[config.mk]
export PLATFORM = sky130hd
export DESIGN_NAME = psm_ctrl
export DESIGN_NICKNAME = d
export VERILOG_FILES = /design/src/rtl/psm_pkg.sv /design/src/rtl/psm_ctrl.sv
export VERILOG_INCLUDE_DIRS = /design/src /design/src/rtl
export SDC_FILE = /design/constraint.sdc
export NUM_CORES = 1
export LEC_CHECK = 0
export BUFFER_PORTS_ARGS = -buffer_cell sky130_fd_sc_hd__buf_2
export CAP_MARGIN = 10
export CORE_ASPECT_RATIO = 0.75
export CORE_MARGIN = 2
export CORE_UTILIZATION = 38
export CTS_CLUSTER_DIAMETER = 40
export DETAILED_ROUTE_END_ITERATION = 12
export GPL_TIMING_DRIVEN = 0
export SETUP_SLACK_MARGIN = 0.1
export SLEW_MARGIN = 20
export SYNTH_ARGS = -nofsm -noshare
export SYNTH_HDL_FRONTEND = slang
export SYNTH_SLANG_ARGS = --single-unit
[constraint.sdc]
create_clock -name core_clk -period 2.8 [get_ports core_clk]
set_input_delay 0 -clock core_clk [delete_from_list [all_inputs] [get_ports core_clk]]
set_output_delay 0 -clock core_clk [all_outputs]
set_load 0.02 [all_outputs]
[src/rtl/psm_regs.svh]
/*
 * Register offsets, field positions, reset values and timing counts of the
 * power save mode controller.
 * Assumes inclusion by bare name from the package, the controller and the core model.
 */
`ifndef PSM_REGS_SVH
`define PSM_REGS_SVH

`define PSM_ADDR_W            4
`define PSM_DATA_W            16
`define PSM_OFF_CONTROL       4'h0
`define PSM_OFF_WAKE_FLAGS    4'h1
`define PSM_OFF_RETENTION_0   4'h2
`define PSM_OFF_RETENTION_1   4'h3
`define PSM_OFF_STATUS        4'h4
`define PSM_OFF_IRQ_FLAGS     4'h5
`define PSM_OFF_IRQ_MASK      4'h6
`define PSM_BIT_ARM           15
`define PSM_BIT_RELEASE       0
`define PSM_WAKE_POR          0
`define PSM_WAKE_MASTER_CLEAR_PIN         1
`define PSM_WAKE_ALARM        2
`define PSM_WAKE_EXT0         3
`define PSM_WAKE_LPWDT        4
`define PSM_WAKE_BOR          5
`define PSM_IRQ_IDLE_WAKE     0
`define PSM_IRQ_DEEP_WAKE     1
`define PSM_IRQ_ARM_TIMEOUT   2
`define PSM_RESET_WORD        16'h0000
`define PSM_INSTR_CYCLE_NS    20
`define PSM_CLK_NS            10
`define PSM_ARM_WINDOW_TCY    3
`define PSM_ARM_WINDOW_CLKS   ((`PSM_ARM_WINDOW_TCY * `PSM_INSTR_CYCLE_NS) / `PSM_CLK_NS)

`endif

[src/rtl/psm_pkg.sv]
/*
 * Types of the power save mode controller.
 * Assumes psm_regs.svh is on the include path.
 */
`include "psm_regs.svh"

package psm_pkg;

    typedef enum logic [3:0] {
        PSM_RUN   = 4'h1,
        PSM_ENTER = 4'h2,
        PSM_IDLE  = 4'h4,
        PSM_DEEP  = 4'h8
    } psm_state_type;

    typedef logic [`PSM_DATA_W-1:0] psm_word_type;

endpackage

[src/rtl/psm_ctrl.sv]
/*
 * Power save mode controller: Idle and Deep Sleep sequencing, arm window,
 * wake-cause capture, retention words and an interrupt on wake events.
 * Assumes the core raises power_save_instr for one cycle with its operand,
 * and that pin and oscillator inputs are asynchronous to core_clk.
 */
`timescale 1ns/1ps
`include "psm_regs.svh"

module psm_ctrl (
    // Clock and reset
    input  wire logic                   core_clk,
    input  wire logic                   resetn,
    // Register port
    input  wire logic [`PSM_ADDR_W-1:0] reg_addr,
    input  wire logic [`PSM_DATA_W-1:0] reg_wdata,
    input  wire logic                   reg_write,
    input  wire logic                   reg_read,
    output logic      [`PSM_DATA_W-1:0] reg_rdata,
    // Core side
    input  wire logic                   power_save_instr,
    input  wire logic                   power_save_deep,
    input  wire logic                   irq_pending,
    input  wire logic                   device_reset,
    output logic                        cpu_halt,
    output logic                        cpu_resume,
    // Watchdogs, oscillator and regulator
    input  wire logic                   watchdog_enable,
    input  wire logic                   clock_fail_monitor_en,
    input  wire logic                   watchdog_timeout,
    input  wire logic                   internal_regulator_en,
    input  wire logic                   low_power_brownout_cfg,
    output logic                        watchdog_clear,
    output logic                        low_power_rc_osc_en,
    output logic                        core_supply_regulator_off,
    output logic                        low_power_watchdog_run,
    output logic                        low_power_brownout_en,
    output logic                        calendar_clock_keep,
    output logic                        system_clock_on,
    // Asynchronous wake pins
    input  wire logic                   por_event,
    input  wire logic                   master_clear_pin,
    input  wire logic                   calendar_clock_alarm,
    input  wire logic                   ext_int0,
    input  wire logic                   low_power_watchdog,
    input  wire logic                   low_power_brownout_reset,
    // Interrupt
    output logic                        irq
);

    ////////////////////////////////////////////////////////////////////////
    // Pin synchronisers: three stages, a level counts once stages two and
    // three agree, so stage one feeds nothing but stage two.
    localparam int NPIN = 6;
    logic [NPIN-1:0] pin_s1;
    logic [NPIN-1:0] pin_s2;
    logic [NPIN-1:0] pin_s3;
    logic [NPIN-1:0] pin_lvl;
    wire  [NPIN-1:0] pin_raw = {low_power_brownout_reset, low_power_watchdog, ext_int0,
                                calendar_clock_alarm, master_clear_pin, por_event};
    wire  [NPIN-1:0] next_pin_lvl = (pin_s2 & pin_s3) | (pin_lvl & (pin_s2 | pin_s3));

    always_ff @(posedge core_clk) begin
        if (!resetn) begin
            pin_s1  <= '0;
            pin_s2  <= '0;
            pin_s3  <= '0;
            pin_lvl <= '0;
        end else begin
            pin_s1  <= pin_raw;
            pin_s2  <= pin_s1;
            pin_s3  <= pin_s2;
            pin_lvl <= next_pin_lvl;
        end
    end

    ////////////////////////////////////////////////////////////////////////
    // Register state.
    localparam logic [2:0] WIN_CLKS = 3'(`PSM_ARM_WINDOW_CLKS);
    psm_pkg::psm_state_type state;
    psm_pkg::psm_word_type  retention_word_0;
    psm_pkg::psm_word_type  retention_word_1;
    logic [5:0]             wake_cause_flags;
    logic                   deep_sleep_arm;
    logic                   release_hold;
    logic [2:0]             arm_count;
    logic [2:0]             irq_flags;
    logic [2:0]             irq_mask;
    logic                   deferred_irq;

    function automatic logic hit(input logic [`PSM_ADDR_W-1:0] off);
        hit = (reg_addr == off);
    endfunction

    wire wr_ctrl  = reg_write && hit(`PSM_OFF_CONTROL);
    wire wr_ret0  = reg_write && hit(`PSM_OFF_RETENTION_0);
    wire wr_ret1  = reg_write && hit(`PSM_OFF_RETENTION_1);
    wire wr_iflg  = reg_write && hit(`PSM_OFF_IRQ_FLAGS);
    wire wr_imsk  = reg_write && hit(`PSM_OFF_IRQ_MASK);
    wire arm_set  = wr_ctrl && reg_wdata[`PSM_BIT_ARM] && !deep_sleep_arm;

    // Deep entry needs arm and the internal regulator.
    wire deep_go  = power_save_instr && power_save_deep && deep_sleep_arm
                    && internal_regulator_en;
    wire idle_go  = power_save_instr && !power_save_deep;

    // Only the listed events may end Deep Sleep; brown-out only if configured.
    wire [5:0] deep_wake = {pin_lvl[5] & low_power_brownout_cfg,
                            pin_lvl[4:0]};
    wire deep_exit = (state == psm_pkg::PSM_DEEP) && (|deep_wake);
    wire idle_exit = (state == psm_pkg::PSM_IDLE)
                     && (irq_pending || deferred_irq || device_reset
                         || watchdog_timeout);
    wire arm_expire = deep_sleep_arm && (arm_count == WIN_CLKS) && !deep_go;
    wire [2:0] irq_evt = {arm_expire, deep_exit, idle_exit};

    ////////////////////////////////////////////////////////////////////////
    // Mode sequencer.
    psm_pkg::psm_state_type next_state;
    always_comb begin
        next_state = state;
        case (state)
            psm_pkg::PSM_RUN: begin
                if (deep_go) next_state = psm_pkg::PSM_DEEP;
                else if (idle_go) next_state = psm_pkg::PSM_ENTER;
            end
            // One cycle to finish entry; interrupts seen here are held off.
            psm_pkg::PSM_ENTER: next_state = psm_pkg::PSM_IDLE;
            psm_pkg::PSM_IDLE: if (idle_exit) next_state = psm_pkg::PSM_RUN;
            psm_pkg::PSM_DEEP: if (deep_exit) next_state = psm_pkg::PSM_RUN;
            default: next_state = psm_pkg::PSM_RUN;
        endcase
    end

    always_ff @(posedge core_clk) begin
        if (!resetn) begin
            state <= psm_pkg::PSM_RUN;
        end else begin
            state <= next_state;
        end
    end

    // An interrupt seen while entry finishes is kept until the core runs again.
    wire next_deferred_irq = (state == psm_pkg::PSM_ENTER) ? irq_pending
                             : (deferred_irq && state != psm_pkg::PSM_RUN);

    always_ff @(posedge core_clk) begin
        if (!resetn) begin
            deferred_irq <= 1'b0;
        end else begin
            deferred_irq <= next_deferred_irq;
        end
    end

    ////////////////////////////////////////////////////////////////////////
    // Control, arm window, wake flags and retention.
    // The arm bit drops on entry, on exit and when its window runs out.
    wire       next_arm_clear = deep_exit || arm_expire || deep_go;
    wire [2:0] next_arm_count = (deep_sleep_arm && !arm_set)
                                ? arm_count + 3'h1 : 3'h0;

    always_ff @(posedge core_clk) begin
        if (!resetn) begin
            deep_sleep_arm <= 1'b0;
        end else if (next_arm_clear) begin
            deep_sleep_arm <= 1'b0;
        end else if (arm_set) begin
            deep_sleep_arm <= 1'b1;
        end
    end

    always_ff @(posedge core_clk) begin
        if (!resetn) begin
            arm_count <= 3'h0;
        end else begin
            arm_count <= next_arm_count;
        end
    end

    // A Deep Sleep exit raises release, so pins stay held until software lets go.
    always_ff @(posedge core_clk) begin
        if (!resetn) begin
            release_hold <= 1'b0;
        end else if (deep_exit) begin
            release_hold <= 1'b1;
        end else if (wr_ctrl) begin
            release_hold <= reg_wdata[`PSM_BIT_RELEASE];
        end
    end

    // An exit load beats an arm clear, though software cannot arm while asleep.
    always_ff @(posedge core_clk) begin
        if (!resetn) begin
            wake_cause_flags <= 6'h00;
        end else if (deep_exit) begin
            wake_cause_flags <= deep_wake;
        end else if (arm_set) begin
            wake_cause_flags <= 6'h00;
        end
    end

    always_ff @(posedge core_clk) begin
        if (!resetn) begin
            retention_word_0 <= `PSM_RESET_WORD;
        end else if (wr_ret0) begin
            retention_word_0 <= reg_wdata;
        end
    end

    always_ff @(posedge core_clk) begin
        if (!resetn) begin
            retention_word_1 <= `PSM_RESET_WORD;
        end else if (wr_ret1) begin
            retention_word_1 <= reg_wdata;
        end
    end

    ////////////////////////////////////////////////////////////////////////
    // Interrupt flags: set beats a write-one clear in the same cycle.
    wire [2:0] irq_clear      = wr_iflg ? reg_wdata[2:0] : 3'h0;
    wire [2:0] next_irq_flags = irq_evt | (irq_flags & ~irq_clear);
    wire       next_irq       = |(irq_flags & irq_mask);

    always_ff @(posedge core_clk) begin
        if (!resetn) begin
            irq_flags <= 3'h0;
        end else begin
            irq_flags <= next_irq_flags;
        end
    end

    always_ff @(posedge core_clk) begin
        if (!resetn) begin
            irq_mask <= 3'h0;
        end else if (wr_imsk) begin
            irq_mask <= reg_wdata[2:0];
        end
    end

    always_ff @(posedge core_clk) begin
        if (!resetn) begin
            irq <= 1'b0;
        end else begin
            irq <= next_irq;
        end
    end

    ////////////////////////////////////////////////////////////////////////
    // Read port: data one cycle after the strobe, zero elsewhere.
    wire [`PSM_DATA_W-1:0] rd_mux =
        hit(`PSM_OFF_CONTROL)     ? {deep_sleep_arm, 14'h0000, release_hold} :
        hit(`PSM_OFF_WAKE_FLAGS)  ? {10'h000, wake_cause_flags} :
        hit(`PSM_OFF_RETENTION_0) ? retention_word_0 :
        hit(`PSM_OFF_RETENTION_1) ? retention_word_1 :
        hit(`PSM_OFF_STATUS)      ? {12'h000, state} :
        hit(`PSM_OFF_IRQ_FLAGS)   ? {13'h0000, irq_flags} :
        hit(`PSM_OFF_IRQ_MASK)    ? {13'h0000, irq_mask} : 16'h0000;

    always_ff @(posedge core_clk) begin
        if (!resetn) begin
            reg_rdata <= 16'h0000;
        end else begin
            reg_rdata <= reg_read ? rd_mux : 16'h0000;
        end
    end

    ////////////////////////////////////////////////////////////////////////
    // Outputs, all registered.
    wire in_idle = (next_state == psm_pkg::PSM_ENTER) || (next_state == psm_pkg::PSM_IDLE);
    wire in_deep = (next_state == psm_pkg::PSM_DEEP);

    // Next values; each output then has a short register of its own.
    wire next_cpu_halt       = in_idle || in_deep;
    wire next_cpu_resume     = idle_exit || deep_exit;
    wire next_watchdog_clear = (state == psm_pkg::PSM_RUN) && idle_go && !deep_go;
    // The RC oscillator is off in reset, and otherwise may only stop in Idle with both of its users off.
    wire next_rc_osc_en      = !in_idle || watchdog_enable
                               || clock_fail_monitor_en || in_deep;
    wire next_sysclk_on      = !in_deep;
    wire next_regulator_off  = in_deep;
    wire next_lp_wdt_run     = in_deep;
    wire next_lp_bor_en      = in_deep && low_power_brownout_cfg;

    always_ff @(posedge core_clk) begin
        if (!resetn) begin
            cpu_halt <= 1'b0;
        end else begin
            cpu_halt <= next_cpu_halt;
        end
    end

    always_ff @(posedge core_clk) begin
        if (!resetn) begin
            cpu_resume <= 1'b0;
        end else begin
            cpu_resume <= next_cpu_resume;
        end
    end

    always_ff @(posedge core_clk) begin
        if (!resetn) begin
            watchdog_clear <= 1'b0;
        end else begin
            watchdog_clear <= next_watchdog_clear;
        end
    end

    always_ff @(posedge core_clk) begin
        if (!resetn) begin
            low_power_rc_osc_en <= 1'b0;
        end else begin
            low_power_rc_osc_en <= next_rc_osc_en;
        end
    end

    always_ff @(posedge core_clk) begin
        if (!resetn) begin
            system_clock_on <= 1'b1;
        end else begin
            system_clock_on <= next_sysclk_on;
        end
    end

    always_ff @(posedge core_clk) begin
        if (!resetn) begin
            core_supply_regulator_off <= 1'b0;
        end else begin
            core_supply_regulator_off <= next_regulator_off;
        end
    end

    always_ff @(posedge core_clk) begin
        if (!resetn) begin
            low_power_watchdog_run <= 1'b0;
        end else begin
            low_power_watchdog_run <= next_lp_wdt_run;
        end
    end

    always_ff @(posedge core_clk) begin
        if (!resetn) begin
            low_power_brownout_en <= 1'b0;
        end else begin
            low_power_brownout_en <= next_lp_bor_en;
        end
    end

    // The calendar clock keeps its supply whatever the mode; reset alone clears the hold.
    always_ff @(posedge core_clk) begin
        if (!resetn) begin
            calendar_clock_keep <= 1'b0;
        end else begin
            calendar_clock_keep <= 1'b1;
        end
    end

endmodule

==> results of run 1 <==
==> flip-flops by register name (all words and copies together) (netlist names), 4 cells and up <==
name	count
pin_lvl	6
wake_cause_flags	6
retention_word_1	16
pin_s3	6
pin_s2	6
retention_word_0	16
reg_rdata	16
pin_s1	6
state	4
==> cell type report <==
type / instances / share of cell area [%]
sequential: 103 / 41.8
clock inverter: 3 / 0.431
buffer: 29 / 2.84
timing repair buffer: 91 / 12.0
tap: 136 / 3.45
inverter: 7 / 0.532
clock buffer: 12 / 4.79
multi-input combinational: 288 / 34.3
==> stage by stage <==
step | utilization [%] | std cells
after global placement | 43.4 | 627
after CTS | 48.6 | 669
after floorplan | - | 427
after detailed placement | 43.4 | 627
final | 48.6 | 669
after global routing | 48.6 | 669
==> power by group through the flow <==
stage | registers, mW | logic (mW) | clock network (mW)
after floorplan | 1.54 | 0.0964 | 0
after detailed placement | 1.53 | 0.178 | 0
after CTS | 1.50 | 0.207 | 1.14
after global placement | 1.53 | 0.175 | 0
after global routing | 1.50 | 0.228 | 1.20
final | 1.50 | 0.208 | 1.11
==> routing by layer <==
layer | vias up | part of all wire [%]
met5 | - | 0
met4 | 0 | 1.5
li1 | 1687 | -
met3 | 13 | 5.8
met2 | 81 | 43
met1 | 1552 | 50
==> worst min-delay path by stage <==
| stage | endpoint | slack (ns) | depth (start not counted) |
|---|---|---|---|
| after floorplan | calendar_clock_keep | 0.03 | 0 |
| after global placement | calendar_clock_keep | 0.12 | 1 |
| after detailed placement | calendar_clock_keep | 0.12 | 1 |
| after CTS | state[1] | 0.008 | 3 |
| after global routing | state[1] | 0.02 | 3 |
| final | state[1] | 0.03 | 3 |
==> Yosys cell counts (4+ instances only) <==
library cell  count
a22oi_1          13
mux2_2            4
mux2i_1           5
nor2_1           27
buf_2            13
nor3_1            8
and3_1            4
and2_1           20
nand3_1          18
a22o_1            5
o21ai_0          17
inv_1             5
clkbuf_1         12
nand2_1          64
nor2b_1           6
dfxtp_1         103
o21a_1            4
a21oi_1          43
==> worst min-delay path: cells and delay by family <==
family | cells | cell delay (ns)
AND/OR/NAND/NOR | 2 | 0.25
buffers and inverters | 1 | 0.09
==> cells by family (layout without fill, tap and decap cells) <==
logic type,count (synthesis),after routing,synth area share [%]
buf+inv,36,142,4.24
simple gates,170,170,22.4
xor+xnor,2,2,0.447
fa+ha+maj,2,2,0.638
mux,9,9,2.43
flops,103,103,52.6
compound gates,105,105,17.3
==> impl_results.md, run 1 <==
* Status: finished, final reports clean
* Final nets at 570
* First-pass GRT wire length at 16,100 microns
* Crit Path Class: in -> reg
* Dpl ws at 0.942 ns
* Pwr Density at 570 nW/um^2
* Worst setup SP type: primary input
* Max Clock Freq at 492 MHz
* R2R cell count at 4
* Global-route met1 utilization at 26.6%
* Peak VDD IR at 293 uV
* Core Region at 10,200 sq um
* Max transition margin at 33.0%
* H-Tree Depth at 3
* Ys async rst share at 0%
* Initial core utilization at 38.5%
* Routed vias at 3,333
* Distinct cell type count after synthesis at 54
* Most Used Layer, Global Route: met2
* Largest net degree at the start of global routing at 16
* Worst path top cell family by delay: buffers and inverters
* Setup Skew at 0.00671 ns
* Pwr Total at 2.82 mW
* Seq/Total Area, Yosys at 52.6%
* Die Width at 121 microns
* Flop pwr share at 53.2%
* Crit path max fanout at 10
* Most frequent cells in the layout: 103 x dfxtp_1, 77 x buf_2, 64 x nand2_1
* R2r setup slk at 0.96 ns
* Critical Path End Type: register
* Post-CTS Setup Inserts at 0
* Hold Crit Class: in -> reg
* Biggest area consumer among synthesized cells: dfxtp_1
* Pre-Repair DR Iteration Count at 4
* Total Routed Length at 9860 microns
* CTS root buffer: clkbuf_16
* Slew Viols, Final at 0
* Synth-to-Final Area Change at 26.0%
* Commonest non-fill, non-tap cell in the layout: dfxtp_1
* Number of CTS-inserted buffers at 9
* Post-route ant nets at 0
* Vias in the first global route at 3,231
* Setup TNS at 0 ns
* Hold_ws at 0.0298 ns
* Syn Inst Count at 427
* Lkg Pwr at 1.93 nW
* CTS tree: yes
* Post-CTS sizing at 0
* Worst slew pin tran at 0.990 ns
* Worst skew pair latency at 0.34 ns
* Worst hold start: power_save_deep
* WP buf/inv at 6
* CTS clk-pin slew, worst paths at 0.07 ns
* Avg Vias per Cell at 4.98
* Yosys top cell area share at 52.6%
* Fin crit period at 2.03 ns
* Die area at 11,200 sq um
* Crit path to: retention_word_0[4]
* Yosys reg bits at 103
* 1st-iter DRT viols at 218
* # DRC at 0
* Slowest CP cell: dlygate4sd3_1
* Initial antenna violation count at 0
* Clk pwr share at 39.4%
* Post-synth EDFFs at 0
* CP max stage delay at 0.54 ns
* Wirelength per Cell at 14.7 microns
* Final Wtd Congestion at 0.875
* Synth Net Count at 468
* FF/Latch Area at 2060 sq um
* Comb pwr share at 7.4%
* Die Height at 92.0 microns
* Most frequent CP cell: clkbuf_1
* DP Area at 4410 sq um
* Final hold vios at 0
* Antenna Cells at 0
* Final WS setup at 0.768 ns
* Hold_buf cts at 27
* P_int at 2.18 mW
* Worst reg2reg path endpoint: cpu_halt
* Top post-synthesis cells by area: dfxtp_1 53%, nand2_1 6.1%, a21oi_1 5.5%, and2_1 3.2%, nor2_1 2.6%
* Ys flop type: dfxtp_1
* Reg2reg start: state[2]
* Post-layout instance area at 4940 sq um
* Row cnt at 32
* Hpwl dp at 7070 microns
* Switching share of power at 22.7%
* Layout cell share with drive strength beyond 1 at 20.6%
* Critical path startpoint: resetn
* Met3 capacity usage during global routing at 4.60%
* I/O pin total at 65
* Worst EP required at 3.00 ns
* Total track usage at 18.7%
* CTS Buffer Depth at 2
* Worst-path cell chain: dlygate4sd3_1 -> buf_2 -> clkbuf_1 -> inv_2 -> clkbuf_1 -> clkbuf_1 -> a21oi_1
* Ys Warns at 0
* WP depth at 7
* Tcrit/Tclk final at 72.6%
* Met2 usage at 27.6%
* Post-Syn Area at 3920 sq um
* GRT overflow at 0
* RSZ-0062 raised after global routing: no
* Setup violators final at 0
* CTS sink cnt at 103
* Crit path DAT at 2.23 ns
* Syn Area/Cell at 9.18 sq um
* Multi-input gate area at 1690 sq um
* NetSw at 639 uW
* IO buf count at 64
* Fillers at 997
* Max-cap violations at 0
(Power assumes the default switching activity.)
==> inputs of run 2 (changes only) <==
==> constraint.sdc (replaced) <==
create_clock -name core_clk -period 2.05 [get_ports core_clk]
set_input_delay 0 -clock core_clk [delete_from_list [all_inputs] [get_ports core_clk]]
set_output_delay 0 -clock core_clk [all_outputs]
set_load 0.02 [all_outputs]
==> impl_results.md, run 2 (synthesized netlist as in run 1, its figures left out) <==
* Status: finished, final reports clean
* Avg Vias per Cell at 4.97
* R2r setup slk at 0.26 ns
* Comb pwr share at 7.4%
* Post-route ant nets at 0
* RSZ-0062 raised after global routing: no
* CTS sink cnt at 103
* CTS Buffer Depth at 2
* CTS tree: yes
* Hpwl dp at 7070 microns
* Core Region at 10,200 sq um
* First-pass GRT wire length at 16,100 microns
* Setup Skew at 0.00624 ns
* Switching share of power at 22.7%
* Initial core utilization at 38.5%
* Final hold vios at 0
* Die Width at 121 microns
* Biggest regs: reg_rdata: 16 flops, retention_word_0: 16 flops, retention_word_1: 16 flops
* Number of CTS-inserted buffers at 9
* Max Clock Freq at 558 MHz
* Clk pwr share at 39.4%
* Worst EP required at 2.26 ns
* 1st-iter DRT viols at 243
* # DRC at 0
* Wirelength per Cell at 14.7 microns
* Total Routed Length at 9820 microns
* Crit path max fanout at 10
* Post-CTS Setup Inserts at 0
* Die Height at 92.0 microns
* Setup TNS at 0 ns
* Fin crit period at 1.79 ns
* Worst slew pin tran at 0.634 ns
* Slew Viols, Final at 0
* Largest net degree at the start of global routing at 16
* Max transition margin at 57.7%
* Hold Crit Class: in -> reg
* Final Wtd Congestion at 0.875
* Pre-Repair DR Iteration Count at 4
* Peak VDD IR at 399 uV
* Die area at 11,200 sq um
* Layout cell share with drive strength beyond 1 at 21.0%
* CTS clk-pin slew, worst paths at 0.07 ns
* IO buf count at 64
* Synth-to-Final Area Change at 26.3%
* Max-cap violations at 0
* Final WS setup at 0.259 ns
* CTS root buffer: clkbuf_16
* Flop pwr share at 53.2%
* Worst skew pair latency at 0.34 ns
* Critical Path End Type: register
* I/O pin total at 65
* Worst setup SP type: register
* Tcrit/Tclk final at 87.4%
* Fillers at 998
* Crit Path Class: reg -> reg
* Total track usage at 18.7%
* H-Tree Depth at 3
* Commonest non-fill, non-tap cell in the layout: dfxtp_1
* Setup violators final at 0
* Dpl ws at 0.192 ns
* Row cnt at 32
* Most frequent cells in the layout: 103 x dfxtp_1, 77 x buf_2, 64 x nand2_1
* Routed vias at 3,327
* Crit path DAT at 2.00 ns
* Initial antenna violation count at 0
* P_int at 2.97 mW
* GRT overflow at 0
* Lkg Pwr at 1.93 nW
* NetSw at 872 uW
* Pwr Density at 777 nW/um^2
* Final nets at 570
* Antenna Cells at 0
* Vias in the first global route at 3,231
-- run 2: cell counts in the layout (fill, tap and decap cells not counted) --
Identical to the previous run, type by type.
-- run 2: critical path, stage by stage, from the launching register on --
cell and delay [ns]:
dfxtp_1 0.33, buf_2 0.22, nor4b_4 0.09, a2111oi_1 0.37
dlygate4sd3_1 0.59, o21ai_0 0.06
-- run 2: power groups by stage --
stage | combinational, mW | clock (mW) | sequential [mW]
after CTS | 0.283 | 1.55 | 2.05
after global routing | 0.313 | 1.64 | 2.05
after detailed placement | 0.244 | 0 | 2.09
final | 0.285 | 1.52 | 2.05
after global placement | 0.239 | 0 | 2.09
after floorplan | 0.132 | 0 | 2.10
-- run 2: worst paths after layout --
kind | start | depth (start not counted) | endpoint
worst max-delay path | state[1] | 5 | low_power_rc_osc_en
worst min-delay path | power_save_deep | 3 | state[1]
worst max register to register | state[1] | 5 | low_power_rc_osc_en
worst min register to register | pin_s1[0] | 1 | pin_s2[0]
-- run 2: metal layers --
layer	GRT usage, %	share of wire (%)	up-vias
li1	-	-	1687
met1	26.6	48	1532
met2	27.6	43	95
met3	4.60	7.0	13
met4	6.13	1.5	0
met5	0	0	-
-- run 2: final cells by class --
type | count | area (sq um) | area share, %
Inverter | 7 | 26.3 | 0.531
Clock buffer | 12 | 236 | 4.78
Clock inverter | 3 | 21.3 | 0.430
Multi-Input combinational cell | 288 | 1710 | 34.4
Tap cell | 136 | 170 | 3.44
Timing Repair Buffer | 91 | 591 | 11.9
Sequential cell | 103 | 2060 | 41.6
Buffer | 29 | 140 | 2.83
-- run 2: per-stage QoR --
step                      total power, mW  utilization [%]  hold WS (ns)  std cells  cell area (sq um)
after floorplan                      2.23                -        0.0277        427               3920
after global placement               2.33             43.4         0.118        627               4410
after detailed placement             2.34             43.4         0.119        627               4410
after CTS                            3.88             48.6       0.00843        669               4940
after global routing                 4.00             48.7        0.0235        669               4950
final                                3.85             48.7        0.0184        669               4950
-- run 2: what timing repair did --
action,CTS,global route
gates resized for setup,0,3
endpoints found under the setup margin,0,15
hold buffers,27,0
endpoints found under the hold margin,44,0
==> inputs of run 3 (changes only) <==
--- a/config.mk
+++ b/config.mk
@@ -14,6 +14,7 @@
 export CTS_CLUSTER_DIAMETER = 40
 export DETAILED_ROUTE_END_ITERATION = 12
 export GPL_TIMING_DRIVEN = 0
+export RECOVER_POWER = 100
 export SETUP_SLACK_MARGIN = 0.1
 export SLEW_MARGIN = 20
 export SYNTH_ARGS = -nofsm -noshare
==> impl_results.md, run 3 (synthesized netlist as in run 1, its figures left out) <==
* Crit Path Class: reg -> reg
* Peak VDD IR at 401 uV
* First-pass GRT wire length at 16,100 microns
* Met3 capacity usage during global routing at 4.60%
* CTS Buffer Depth at 2
* Number of CTS-inserted buffers at 9
* Worst reg2reg path endpoint: wake_cause_flags[5]
* Final nets at 570
* Crit path max fanout at 10
* Critical Path End Type: register
* Tcrit/Tclk final at 90.9%
* Final Wtd Congestion at 0.875
* Lkg Pwr at 1.80 nW
* CTS tree: yes
* Vias in the first global route at 3,231
* 1st-iter DRT viols at 223
* Die Width at 121 microns
* Setup violators final at 0
* Global-route met1 utilization at 26.6%
* Reg2reg start: state[0]
* H-Tree Depth at 3
* CP max stage delay at 0.58 ns
* CTS clk-pin slew, worst paths at 0.07 ns
* CTS root buffer: clkbuf_16
* Initial core utilization at 38.5%
* Max transition margin at 46.1%
* Hold Crit Class: in -> reg
* Avg Vias per Cell at 4.95
* Max-cap violations at 0
* WP buf/inv at 1
* Initial antenna violation count at 0
* Largest net degree at the start of global routing at 16
* Worst EP required at 2.29 ns
* Pwr Density at 785 nW/um^2
* Synth-to-Final Area Change at 24.7%
* Commonest non-fill, non-tap cell in the layout: dfxtp_1
* Core Region at 10,200 sq um
* Worst slew pin tran at 0.806 ns
* Antenna Cells at 0
* DP Area at 4410 sq um
* Slew Viols, Final at 0
* R2r setup slk at 0.19 ns
* Worst-path cell chain: buf_6 -> or4b_1 -> a21oi_1 -> a311oi_2 -> a32o_1
* Final WS setup at 0.187 ns
* Dpl ws at 0.192 ns
* Routed vias at 3,314
* Row cnt at 32
* Most frequent cells in the layout: 103 x dfxtp_1, 65 x nand2_1, 48 x buf_2
* Post-route ant nets at 0
* Max Clock Freq at 537 MHz
* GRT overflow at 0
* Fin crit period at 1.86 ns
* RSZ-0062 raised after global routing: no
* Die Height at 92.0 microns
* Most Used Layer, Global Route: met2
* Setup TNS at 0 ns
* Worst hold start: power_save_deep
* Biggest regs: reg_rdata: 16 flops, retention_word_0: 16 flops, retention_word_1: 16 flops
* Hold Crit Depth at 3
* Pre-Repair DR Iteration Count at 4
* Post-layout instance area at 4890 sq um
* Layout cell share with drive strength beyond 1 at 14.6%
* Hpwl dp at 7070 microns
* Slowest CP cell: or4b_1
* # DRC at 0
* Wirelength per Cell at 14.7 microns
* Hold Path Sink: state[1]
* Total Routed Length at 9810 microns
* Die area at 11,200 sq um
* I/O pin total at 65
* Setup Skew at 0.00701 ns
* Worst path top cell family by delay: compound AO/OA/AOI/OAI gates
* Worst skew pair latency at 0.34 ns
* R2R cell count at 5
* Hold_ws at 0.0224 ns
* Worst setup SP type: register
* Fillers at 1,014
* Final hold vios at 0
* Met2 usage at 27.6%
* Status: finished, final reports clean
* CTS sink cnt at 103
* Crit path DAT at 2.10 ns
* Total track usage at 18.7%
* IO buf count at 64
-- run 3: cell types whose count changed in the layout (fill, tap and decap cells not counted), sizes merged --
cell,previous run,this run
buf,81,52
clkbuf,24,53
-- run 3: how the worst max path moves through the flow --
stage                     start                  end  slack (ns)  depth (start not counted)
detailed placement       resetn  retention_word_0[4]        0.19                          6
CTS                    state[2]             cpu_halt        0.25                          4
global route        reg_addr[3]  retention_word_1[7]        0.07                          8
global placement         resetn  retention_word_0[7]        0.23                          6
finish                 state[0]  wake_cause_flags[5]        0.19                          5
floorplan              state[0]  wake_cause_flags[5]        0.49                          5
-- run 3: layout make-up --
type / count / area (sq um) / share of cell area [%]
multi-input combinational: 288 / 1670 / 34.3
timing repair buffer: 91 / 558 / 11.4
tap: 136 / 170 / 3.48
inverter: 7 / 26.3 / 0.538
buffer: 29 / 139 / 2.84
clock inverter: 3 / 21.3 / 0.435
clock buffer: 12 / 236 / 4.84
sequential: 103 / 2060 / 42.2
-- run 3: per-layer routing --
layer,part of all wire [%],routed length [microns]
met1,50,4860
met2,44,4270
met3,6.0,593
met4,0.85,83
met5,0,0
-- run 3: tightest hold or removal path, cell delays in order --
cell and delay [ns]:
buf_2 0.09, nor2b_1 0.07, and3_1 0.16
-- run 3: timing repair --
action,in CTS,in global routing
endpoints found under the hold margin,44,0
setup buffers,0,0
hold buffers,27,0
gates resized for setup,0,3
endpoints found under the setup margin,0,15
-- run 3: where the power goes --
group          switching [mW]  internal, mW
Clock                   0.694         0.818
Sequential             0.0137          2.03
Combinational           0.159         0.121
Total                   0.867          2.97
-- run 3: per-stage QoR --
step | utilization [%] | instances | total power [mW]
2_1_floorplan | - | 427 | 2.23
3_3_place_gp | 43.4 | 627 | 2.33
3_5_place_dp | 43.4 | 627 | 2.34
4_1_cts | 48.6 | 669 | 3.88
5_1_grt | 48.1 | 669 | 3.99
6_report | 48.1 | 669 | 3.84
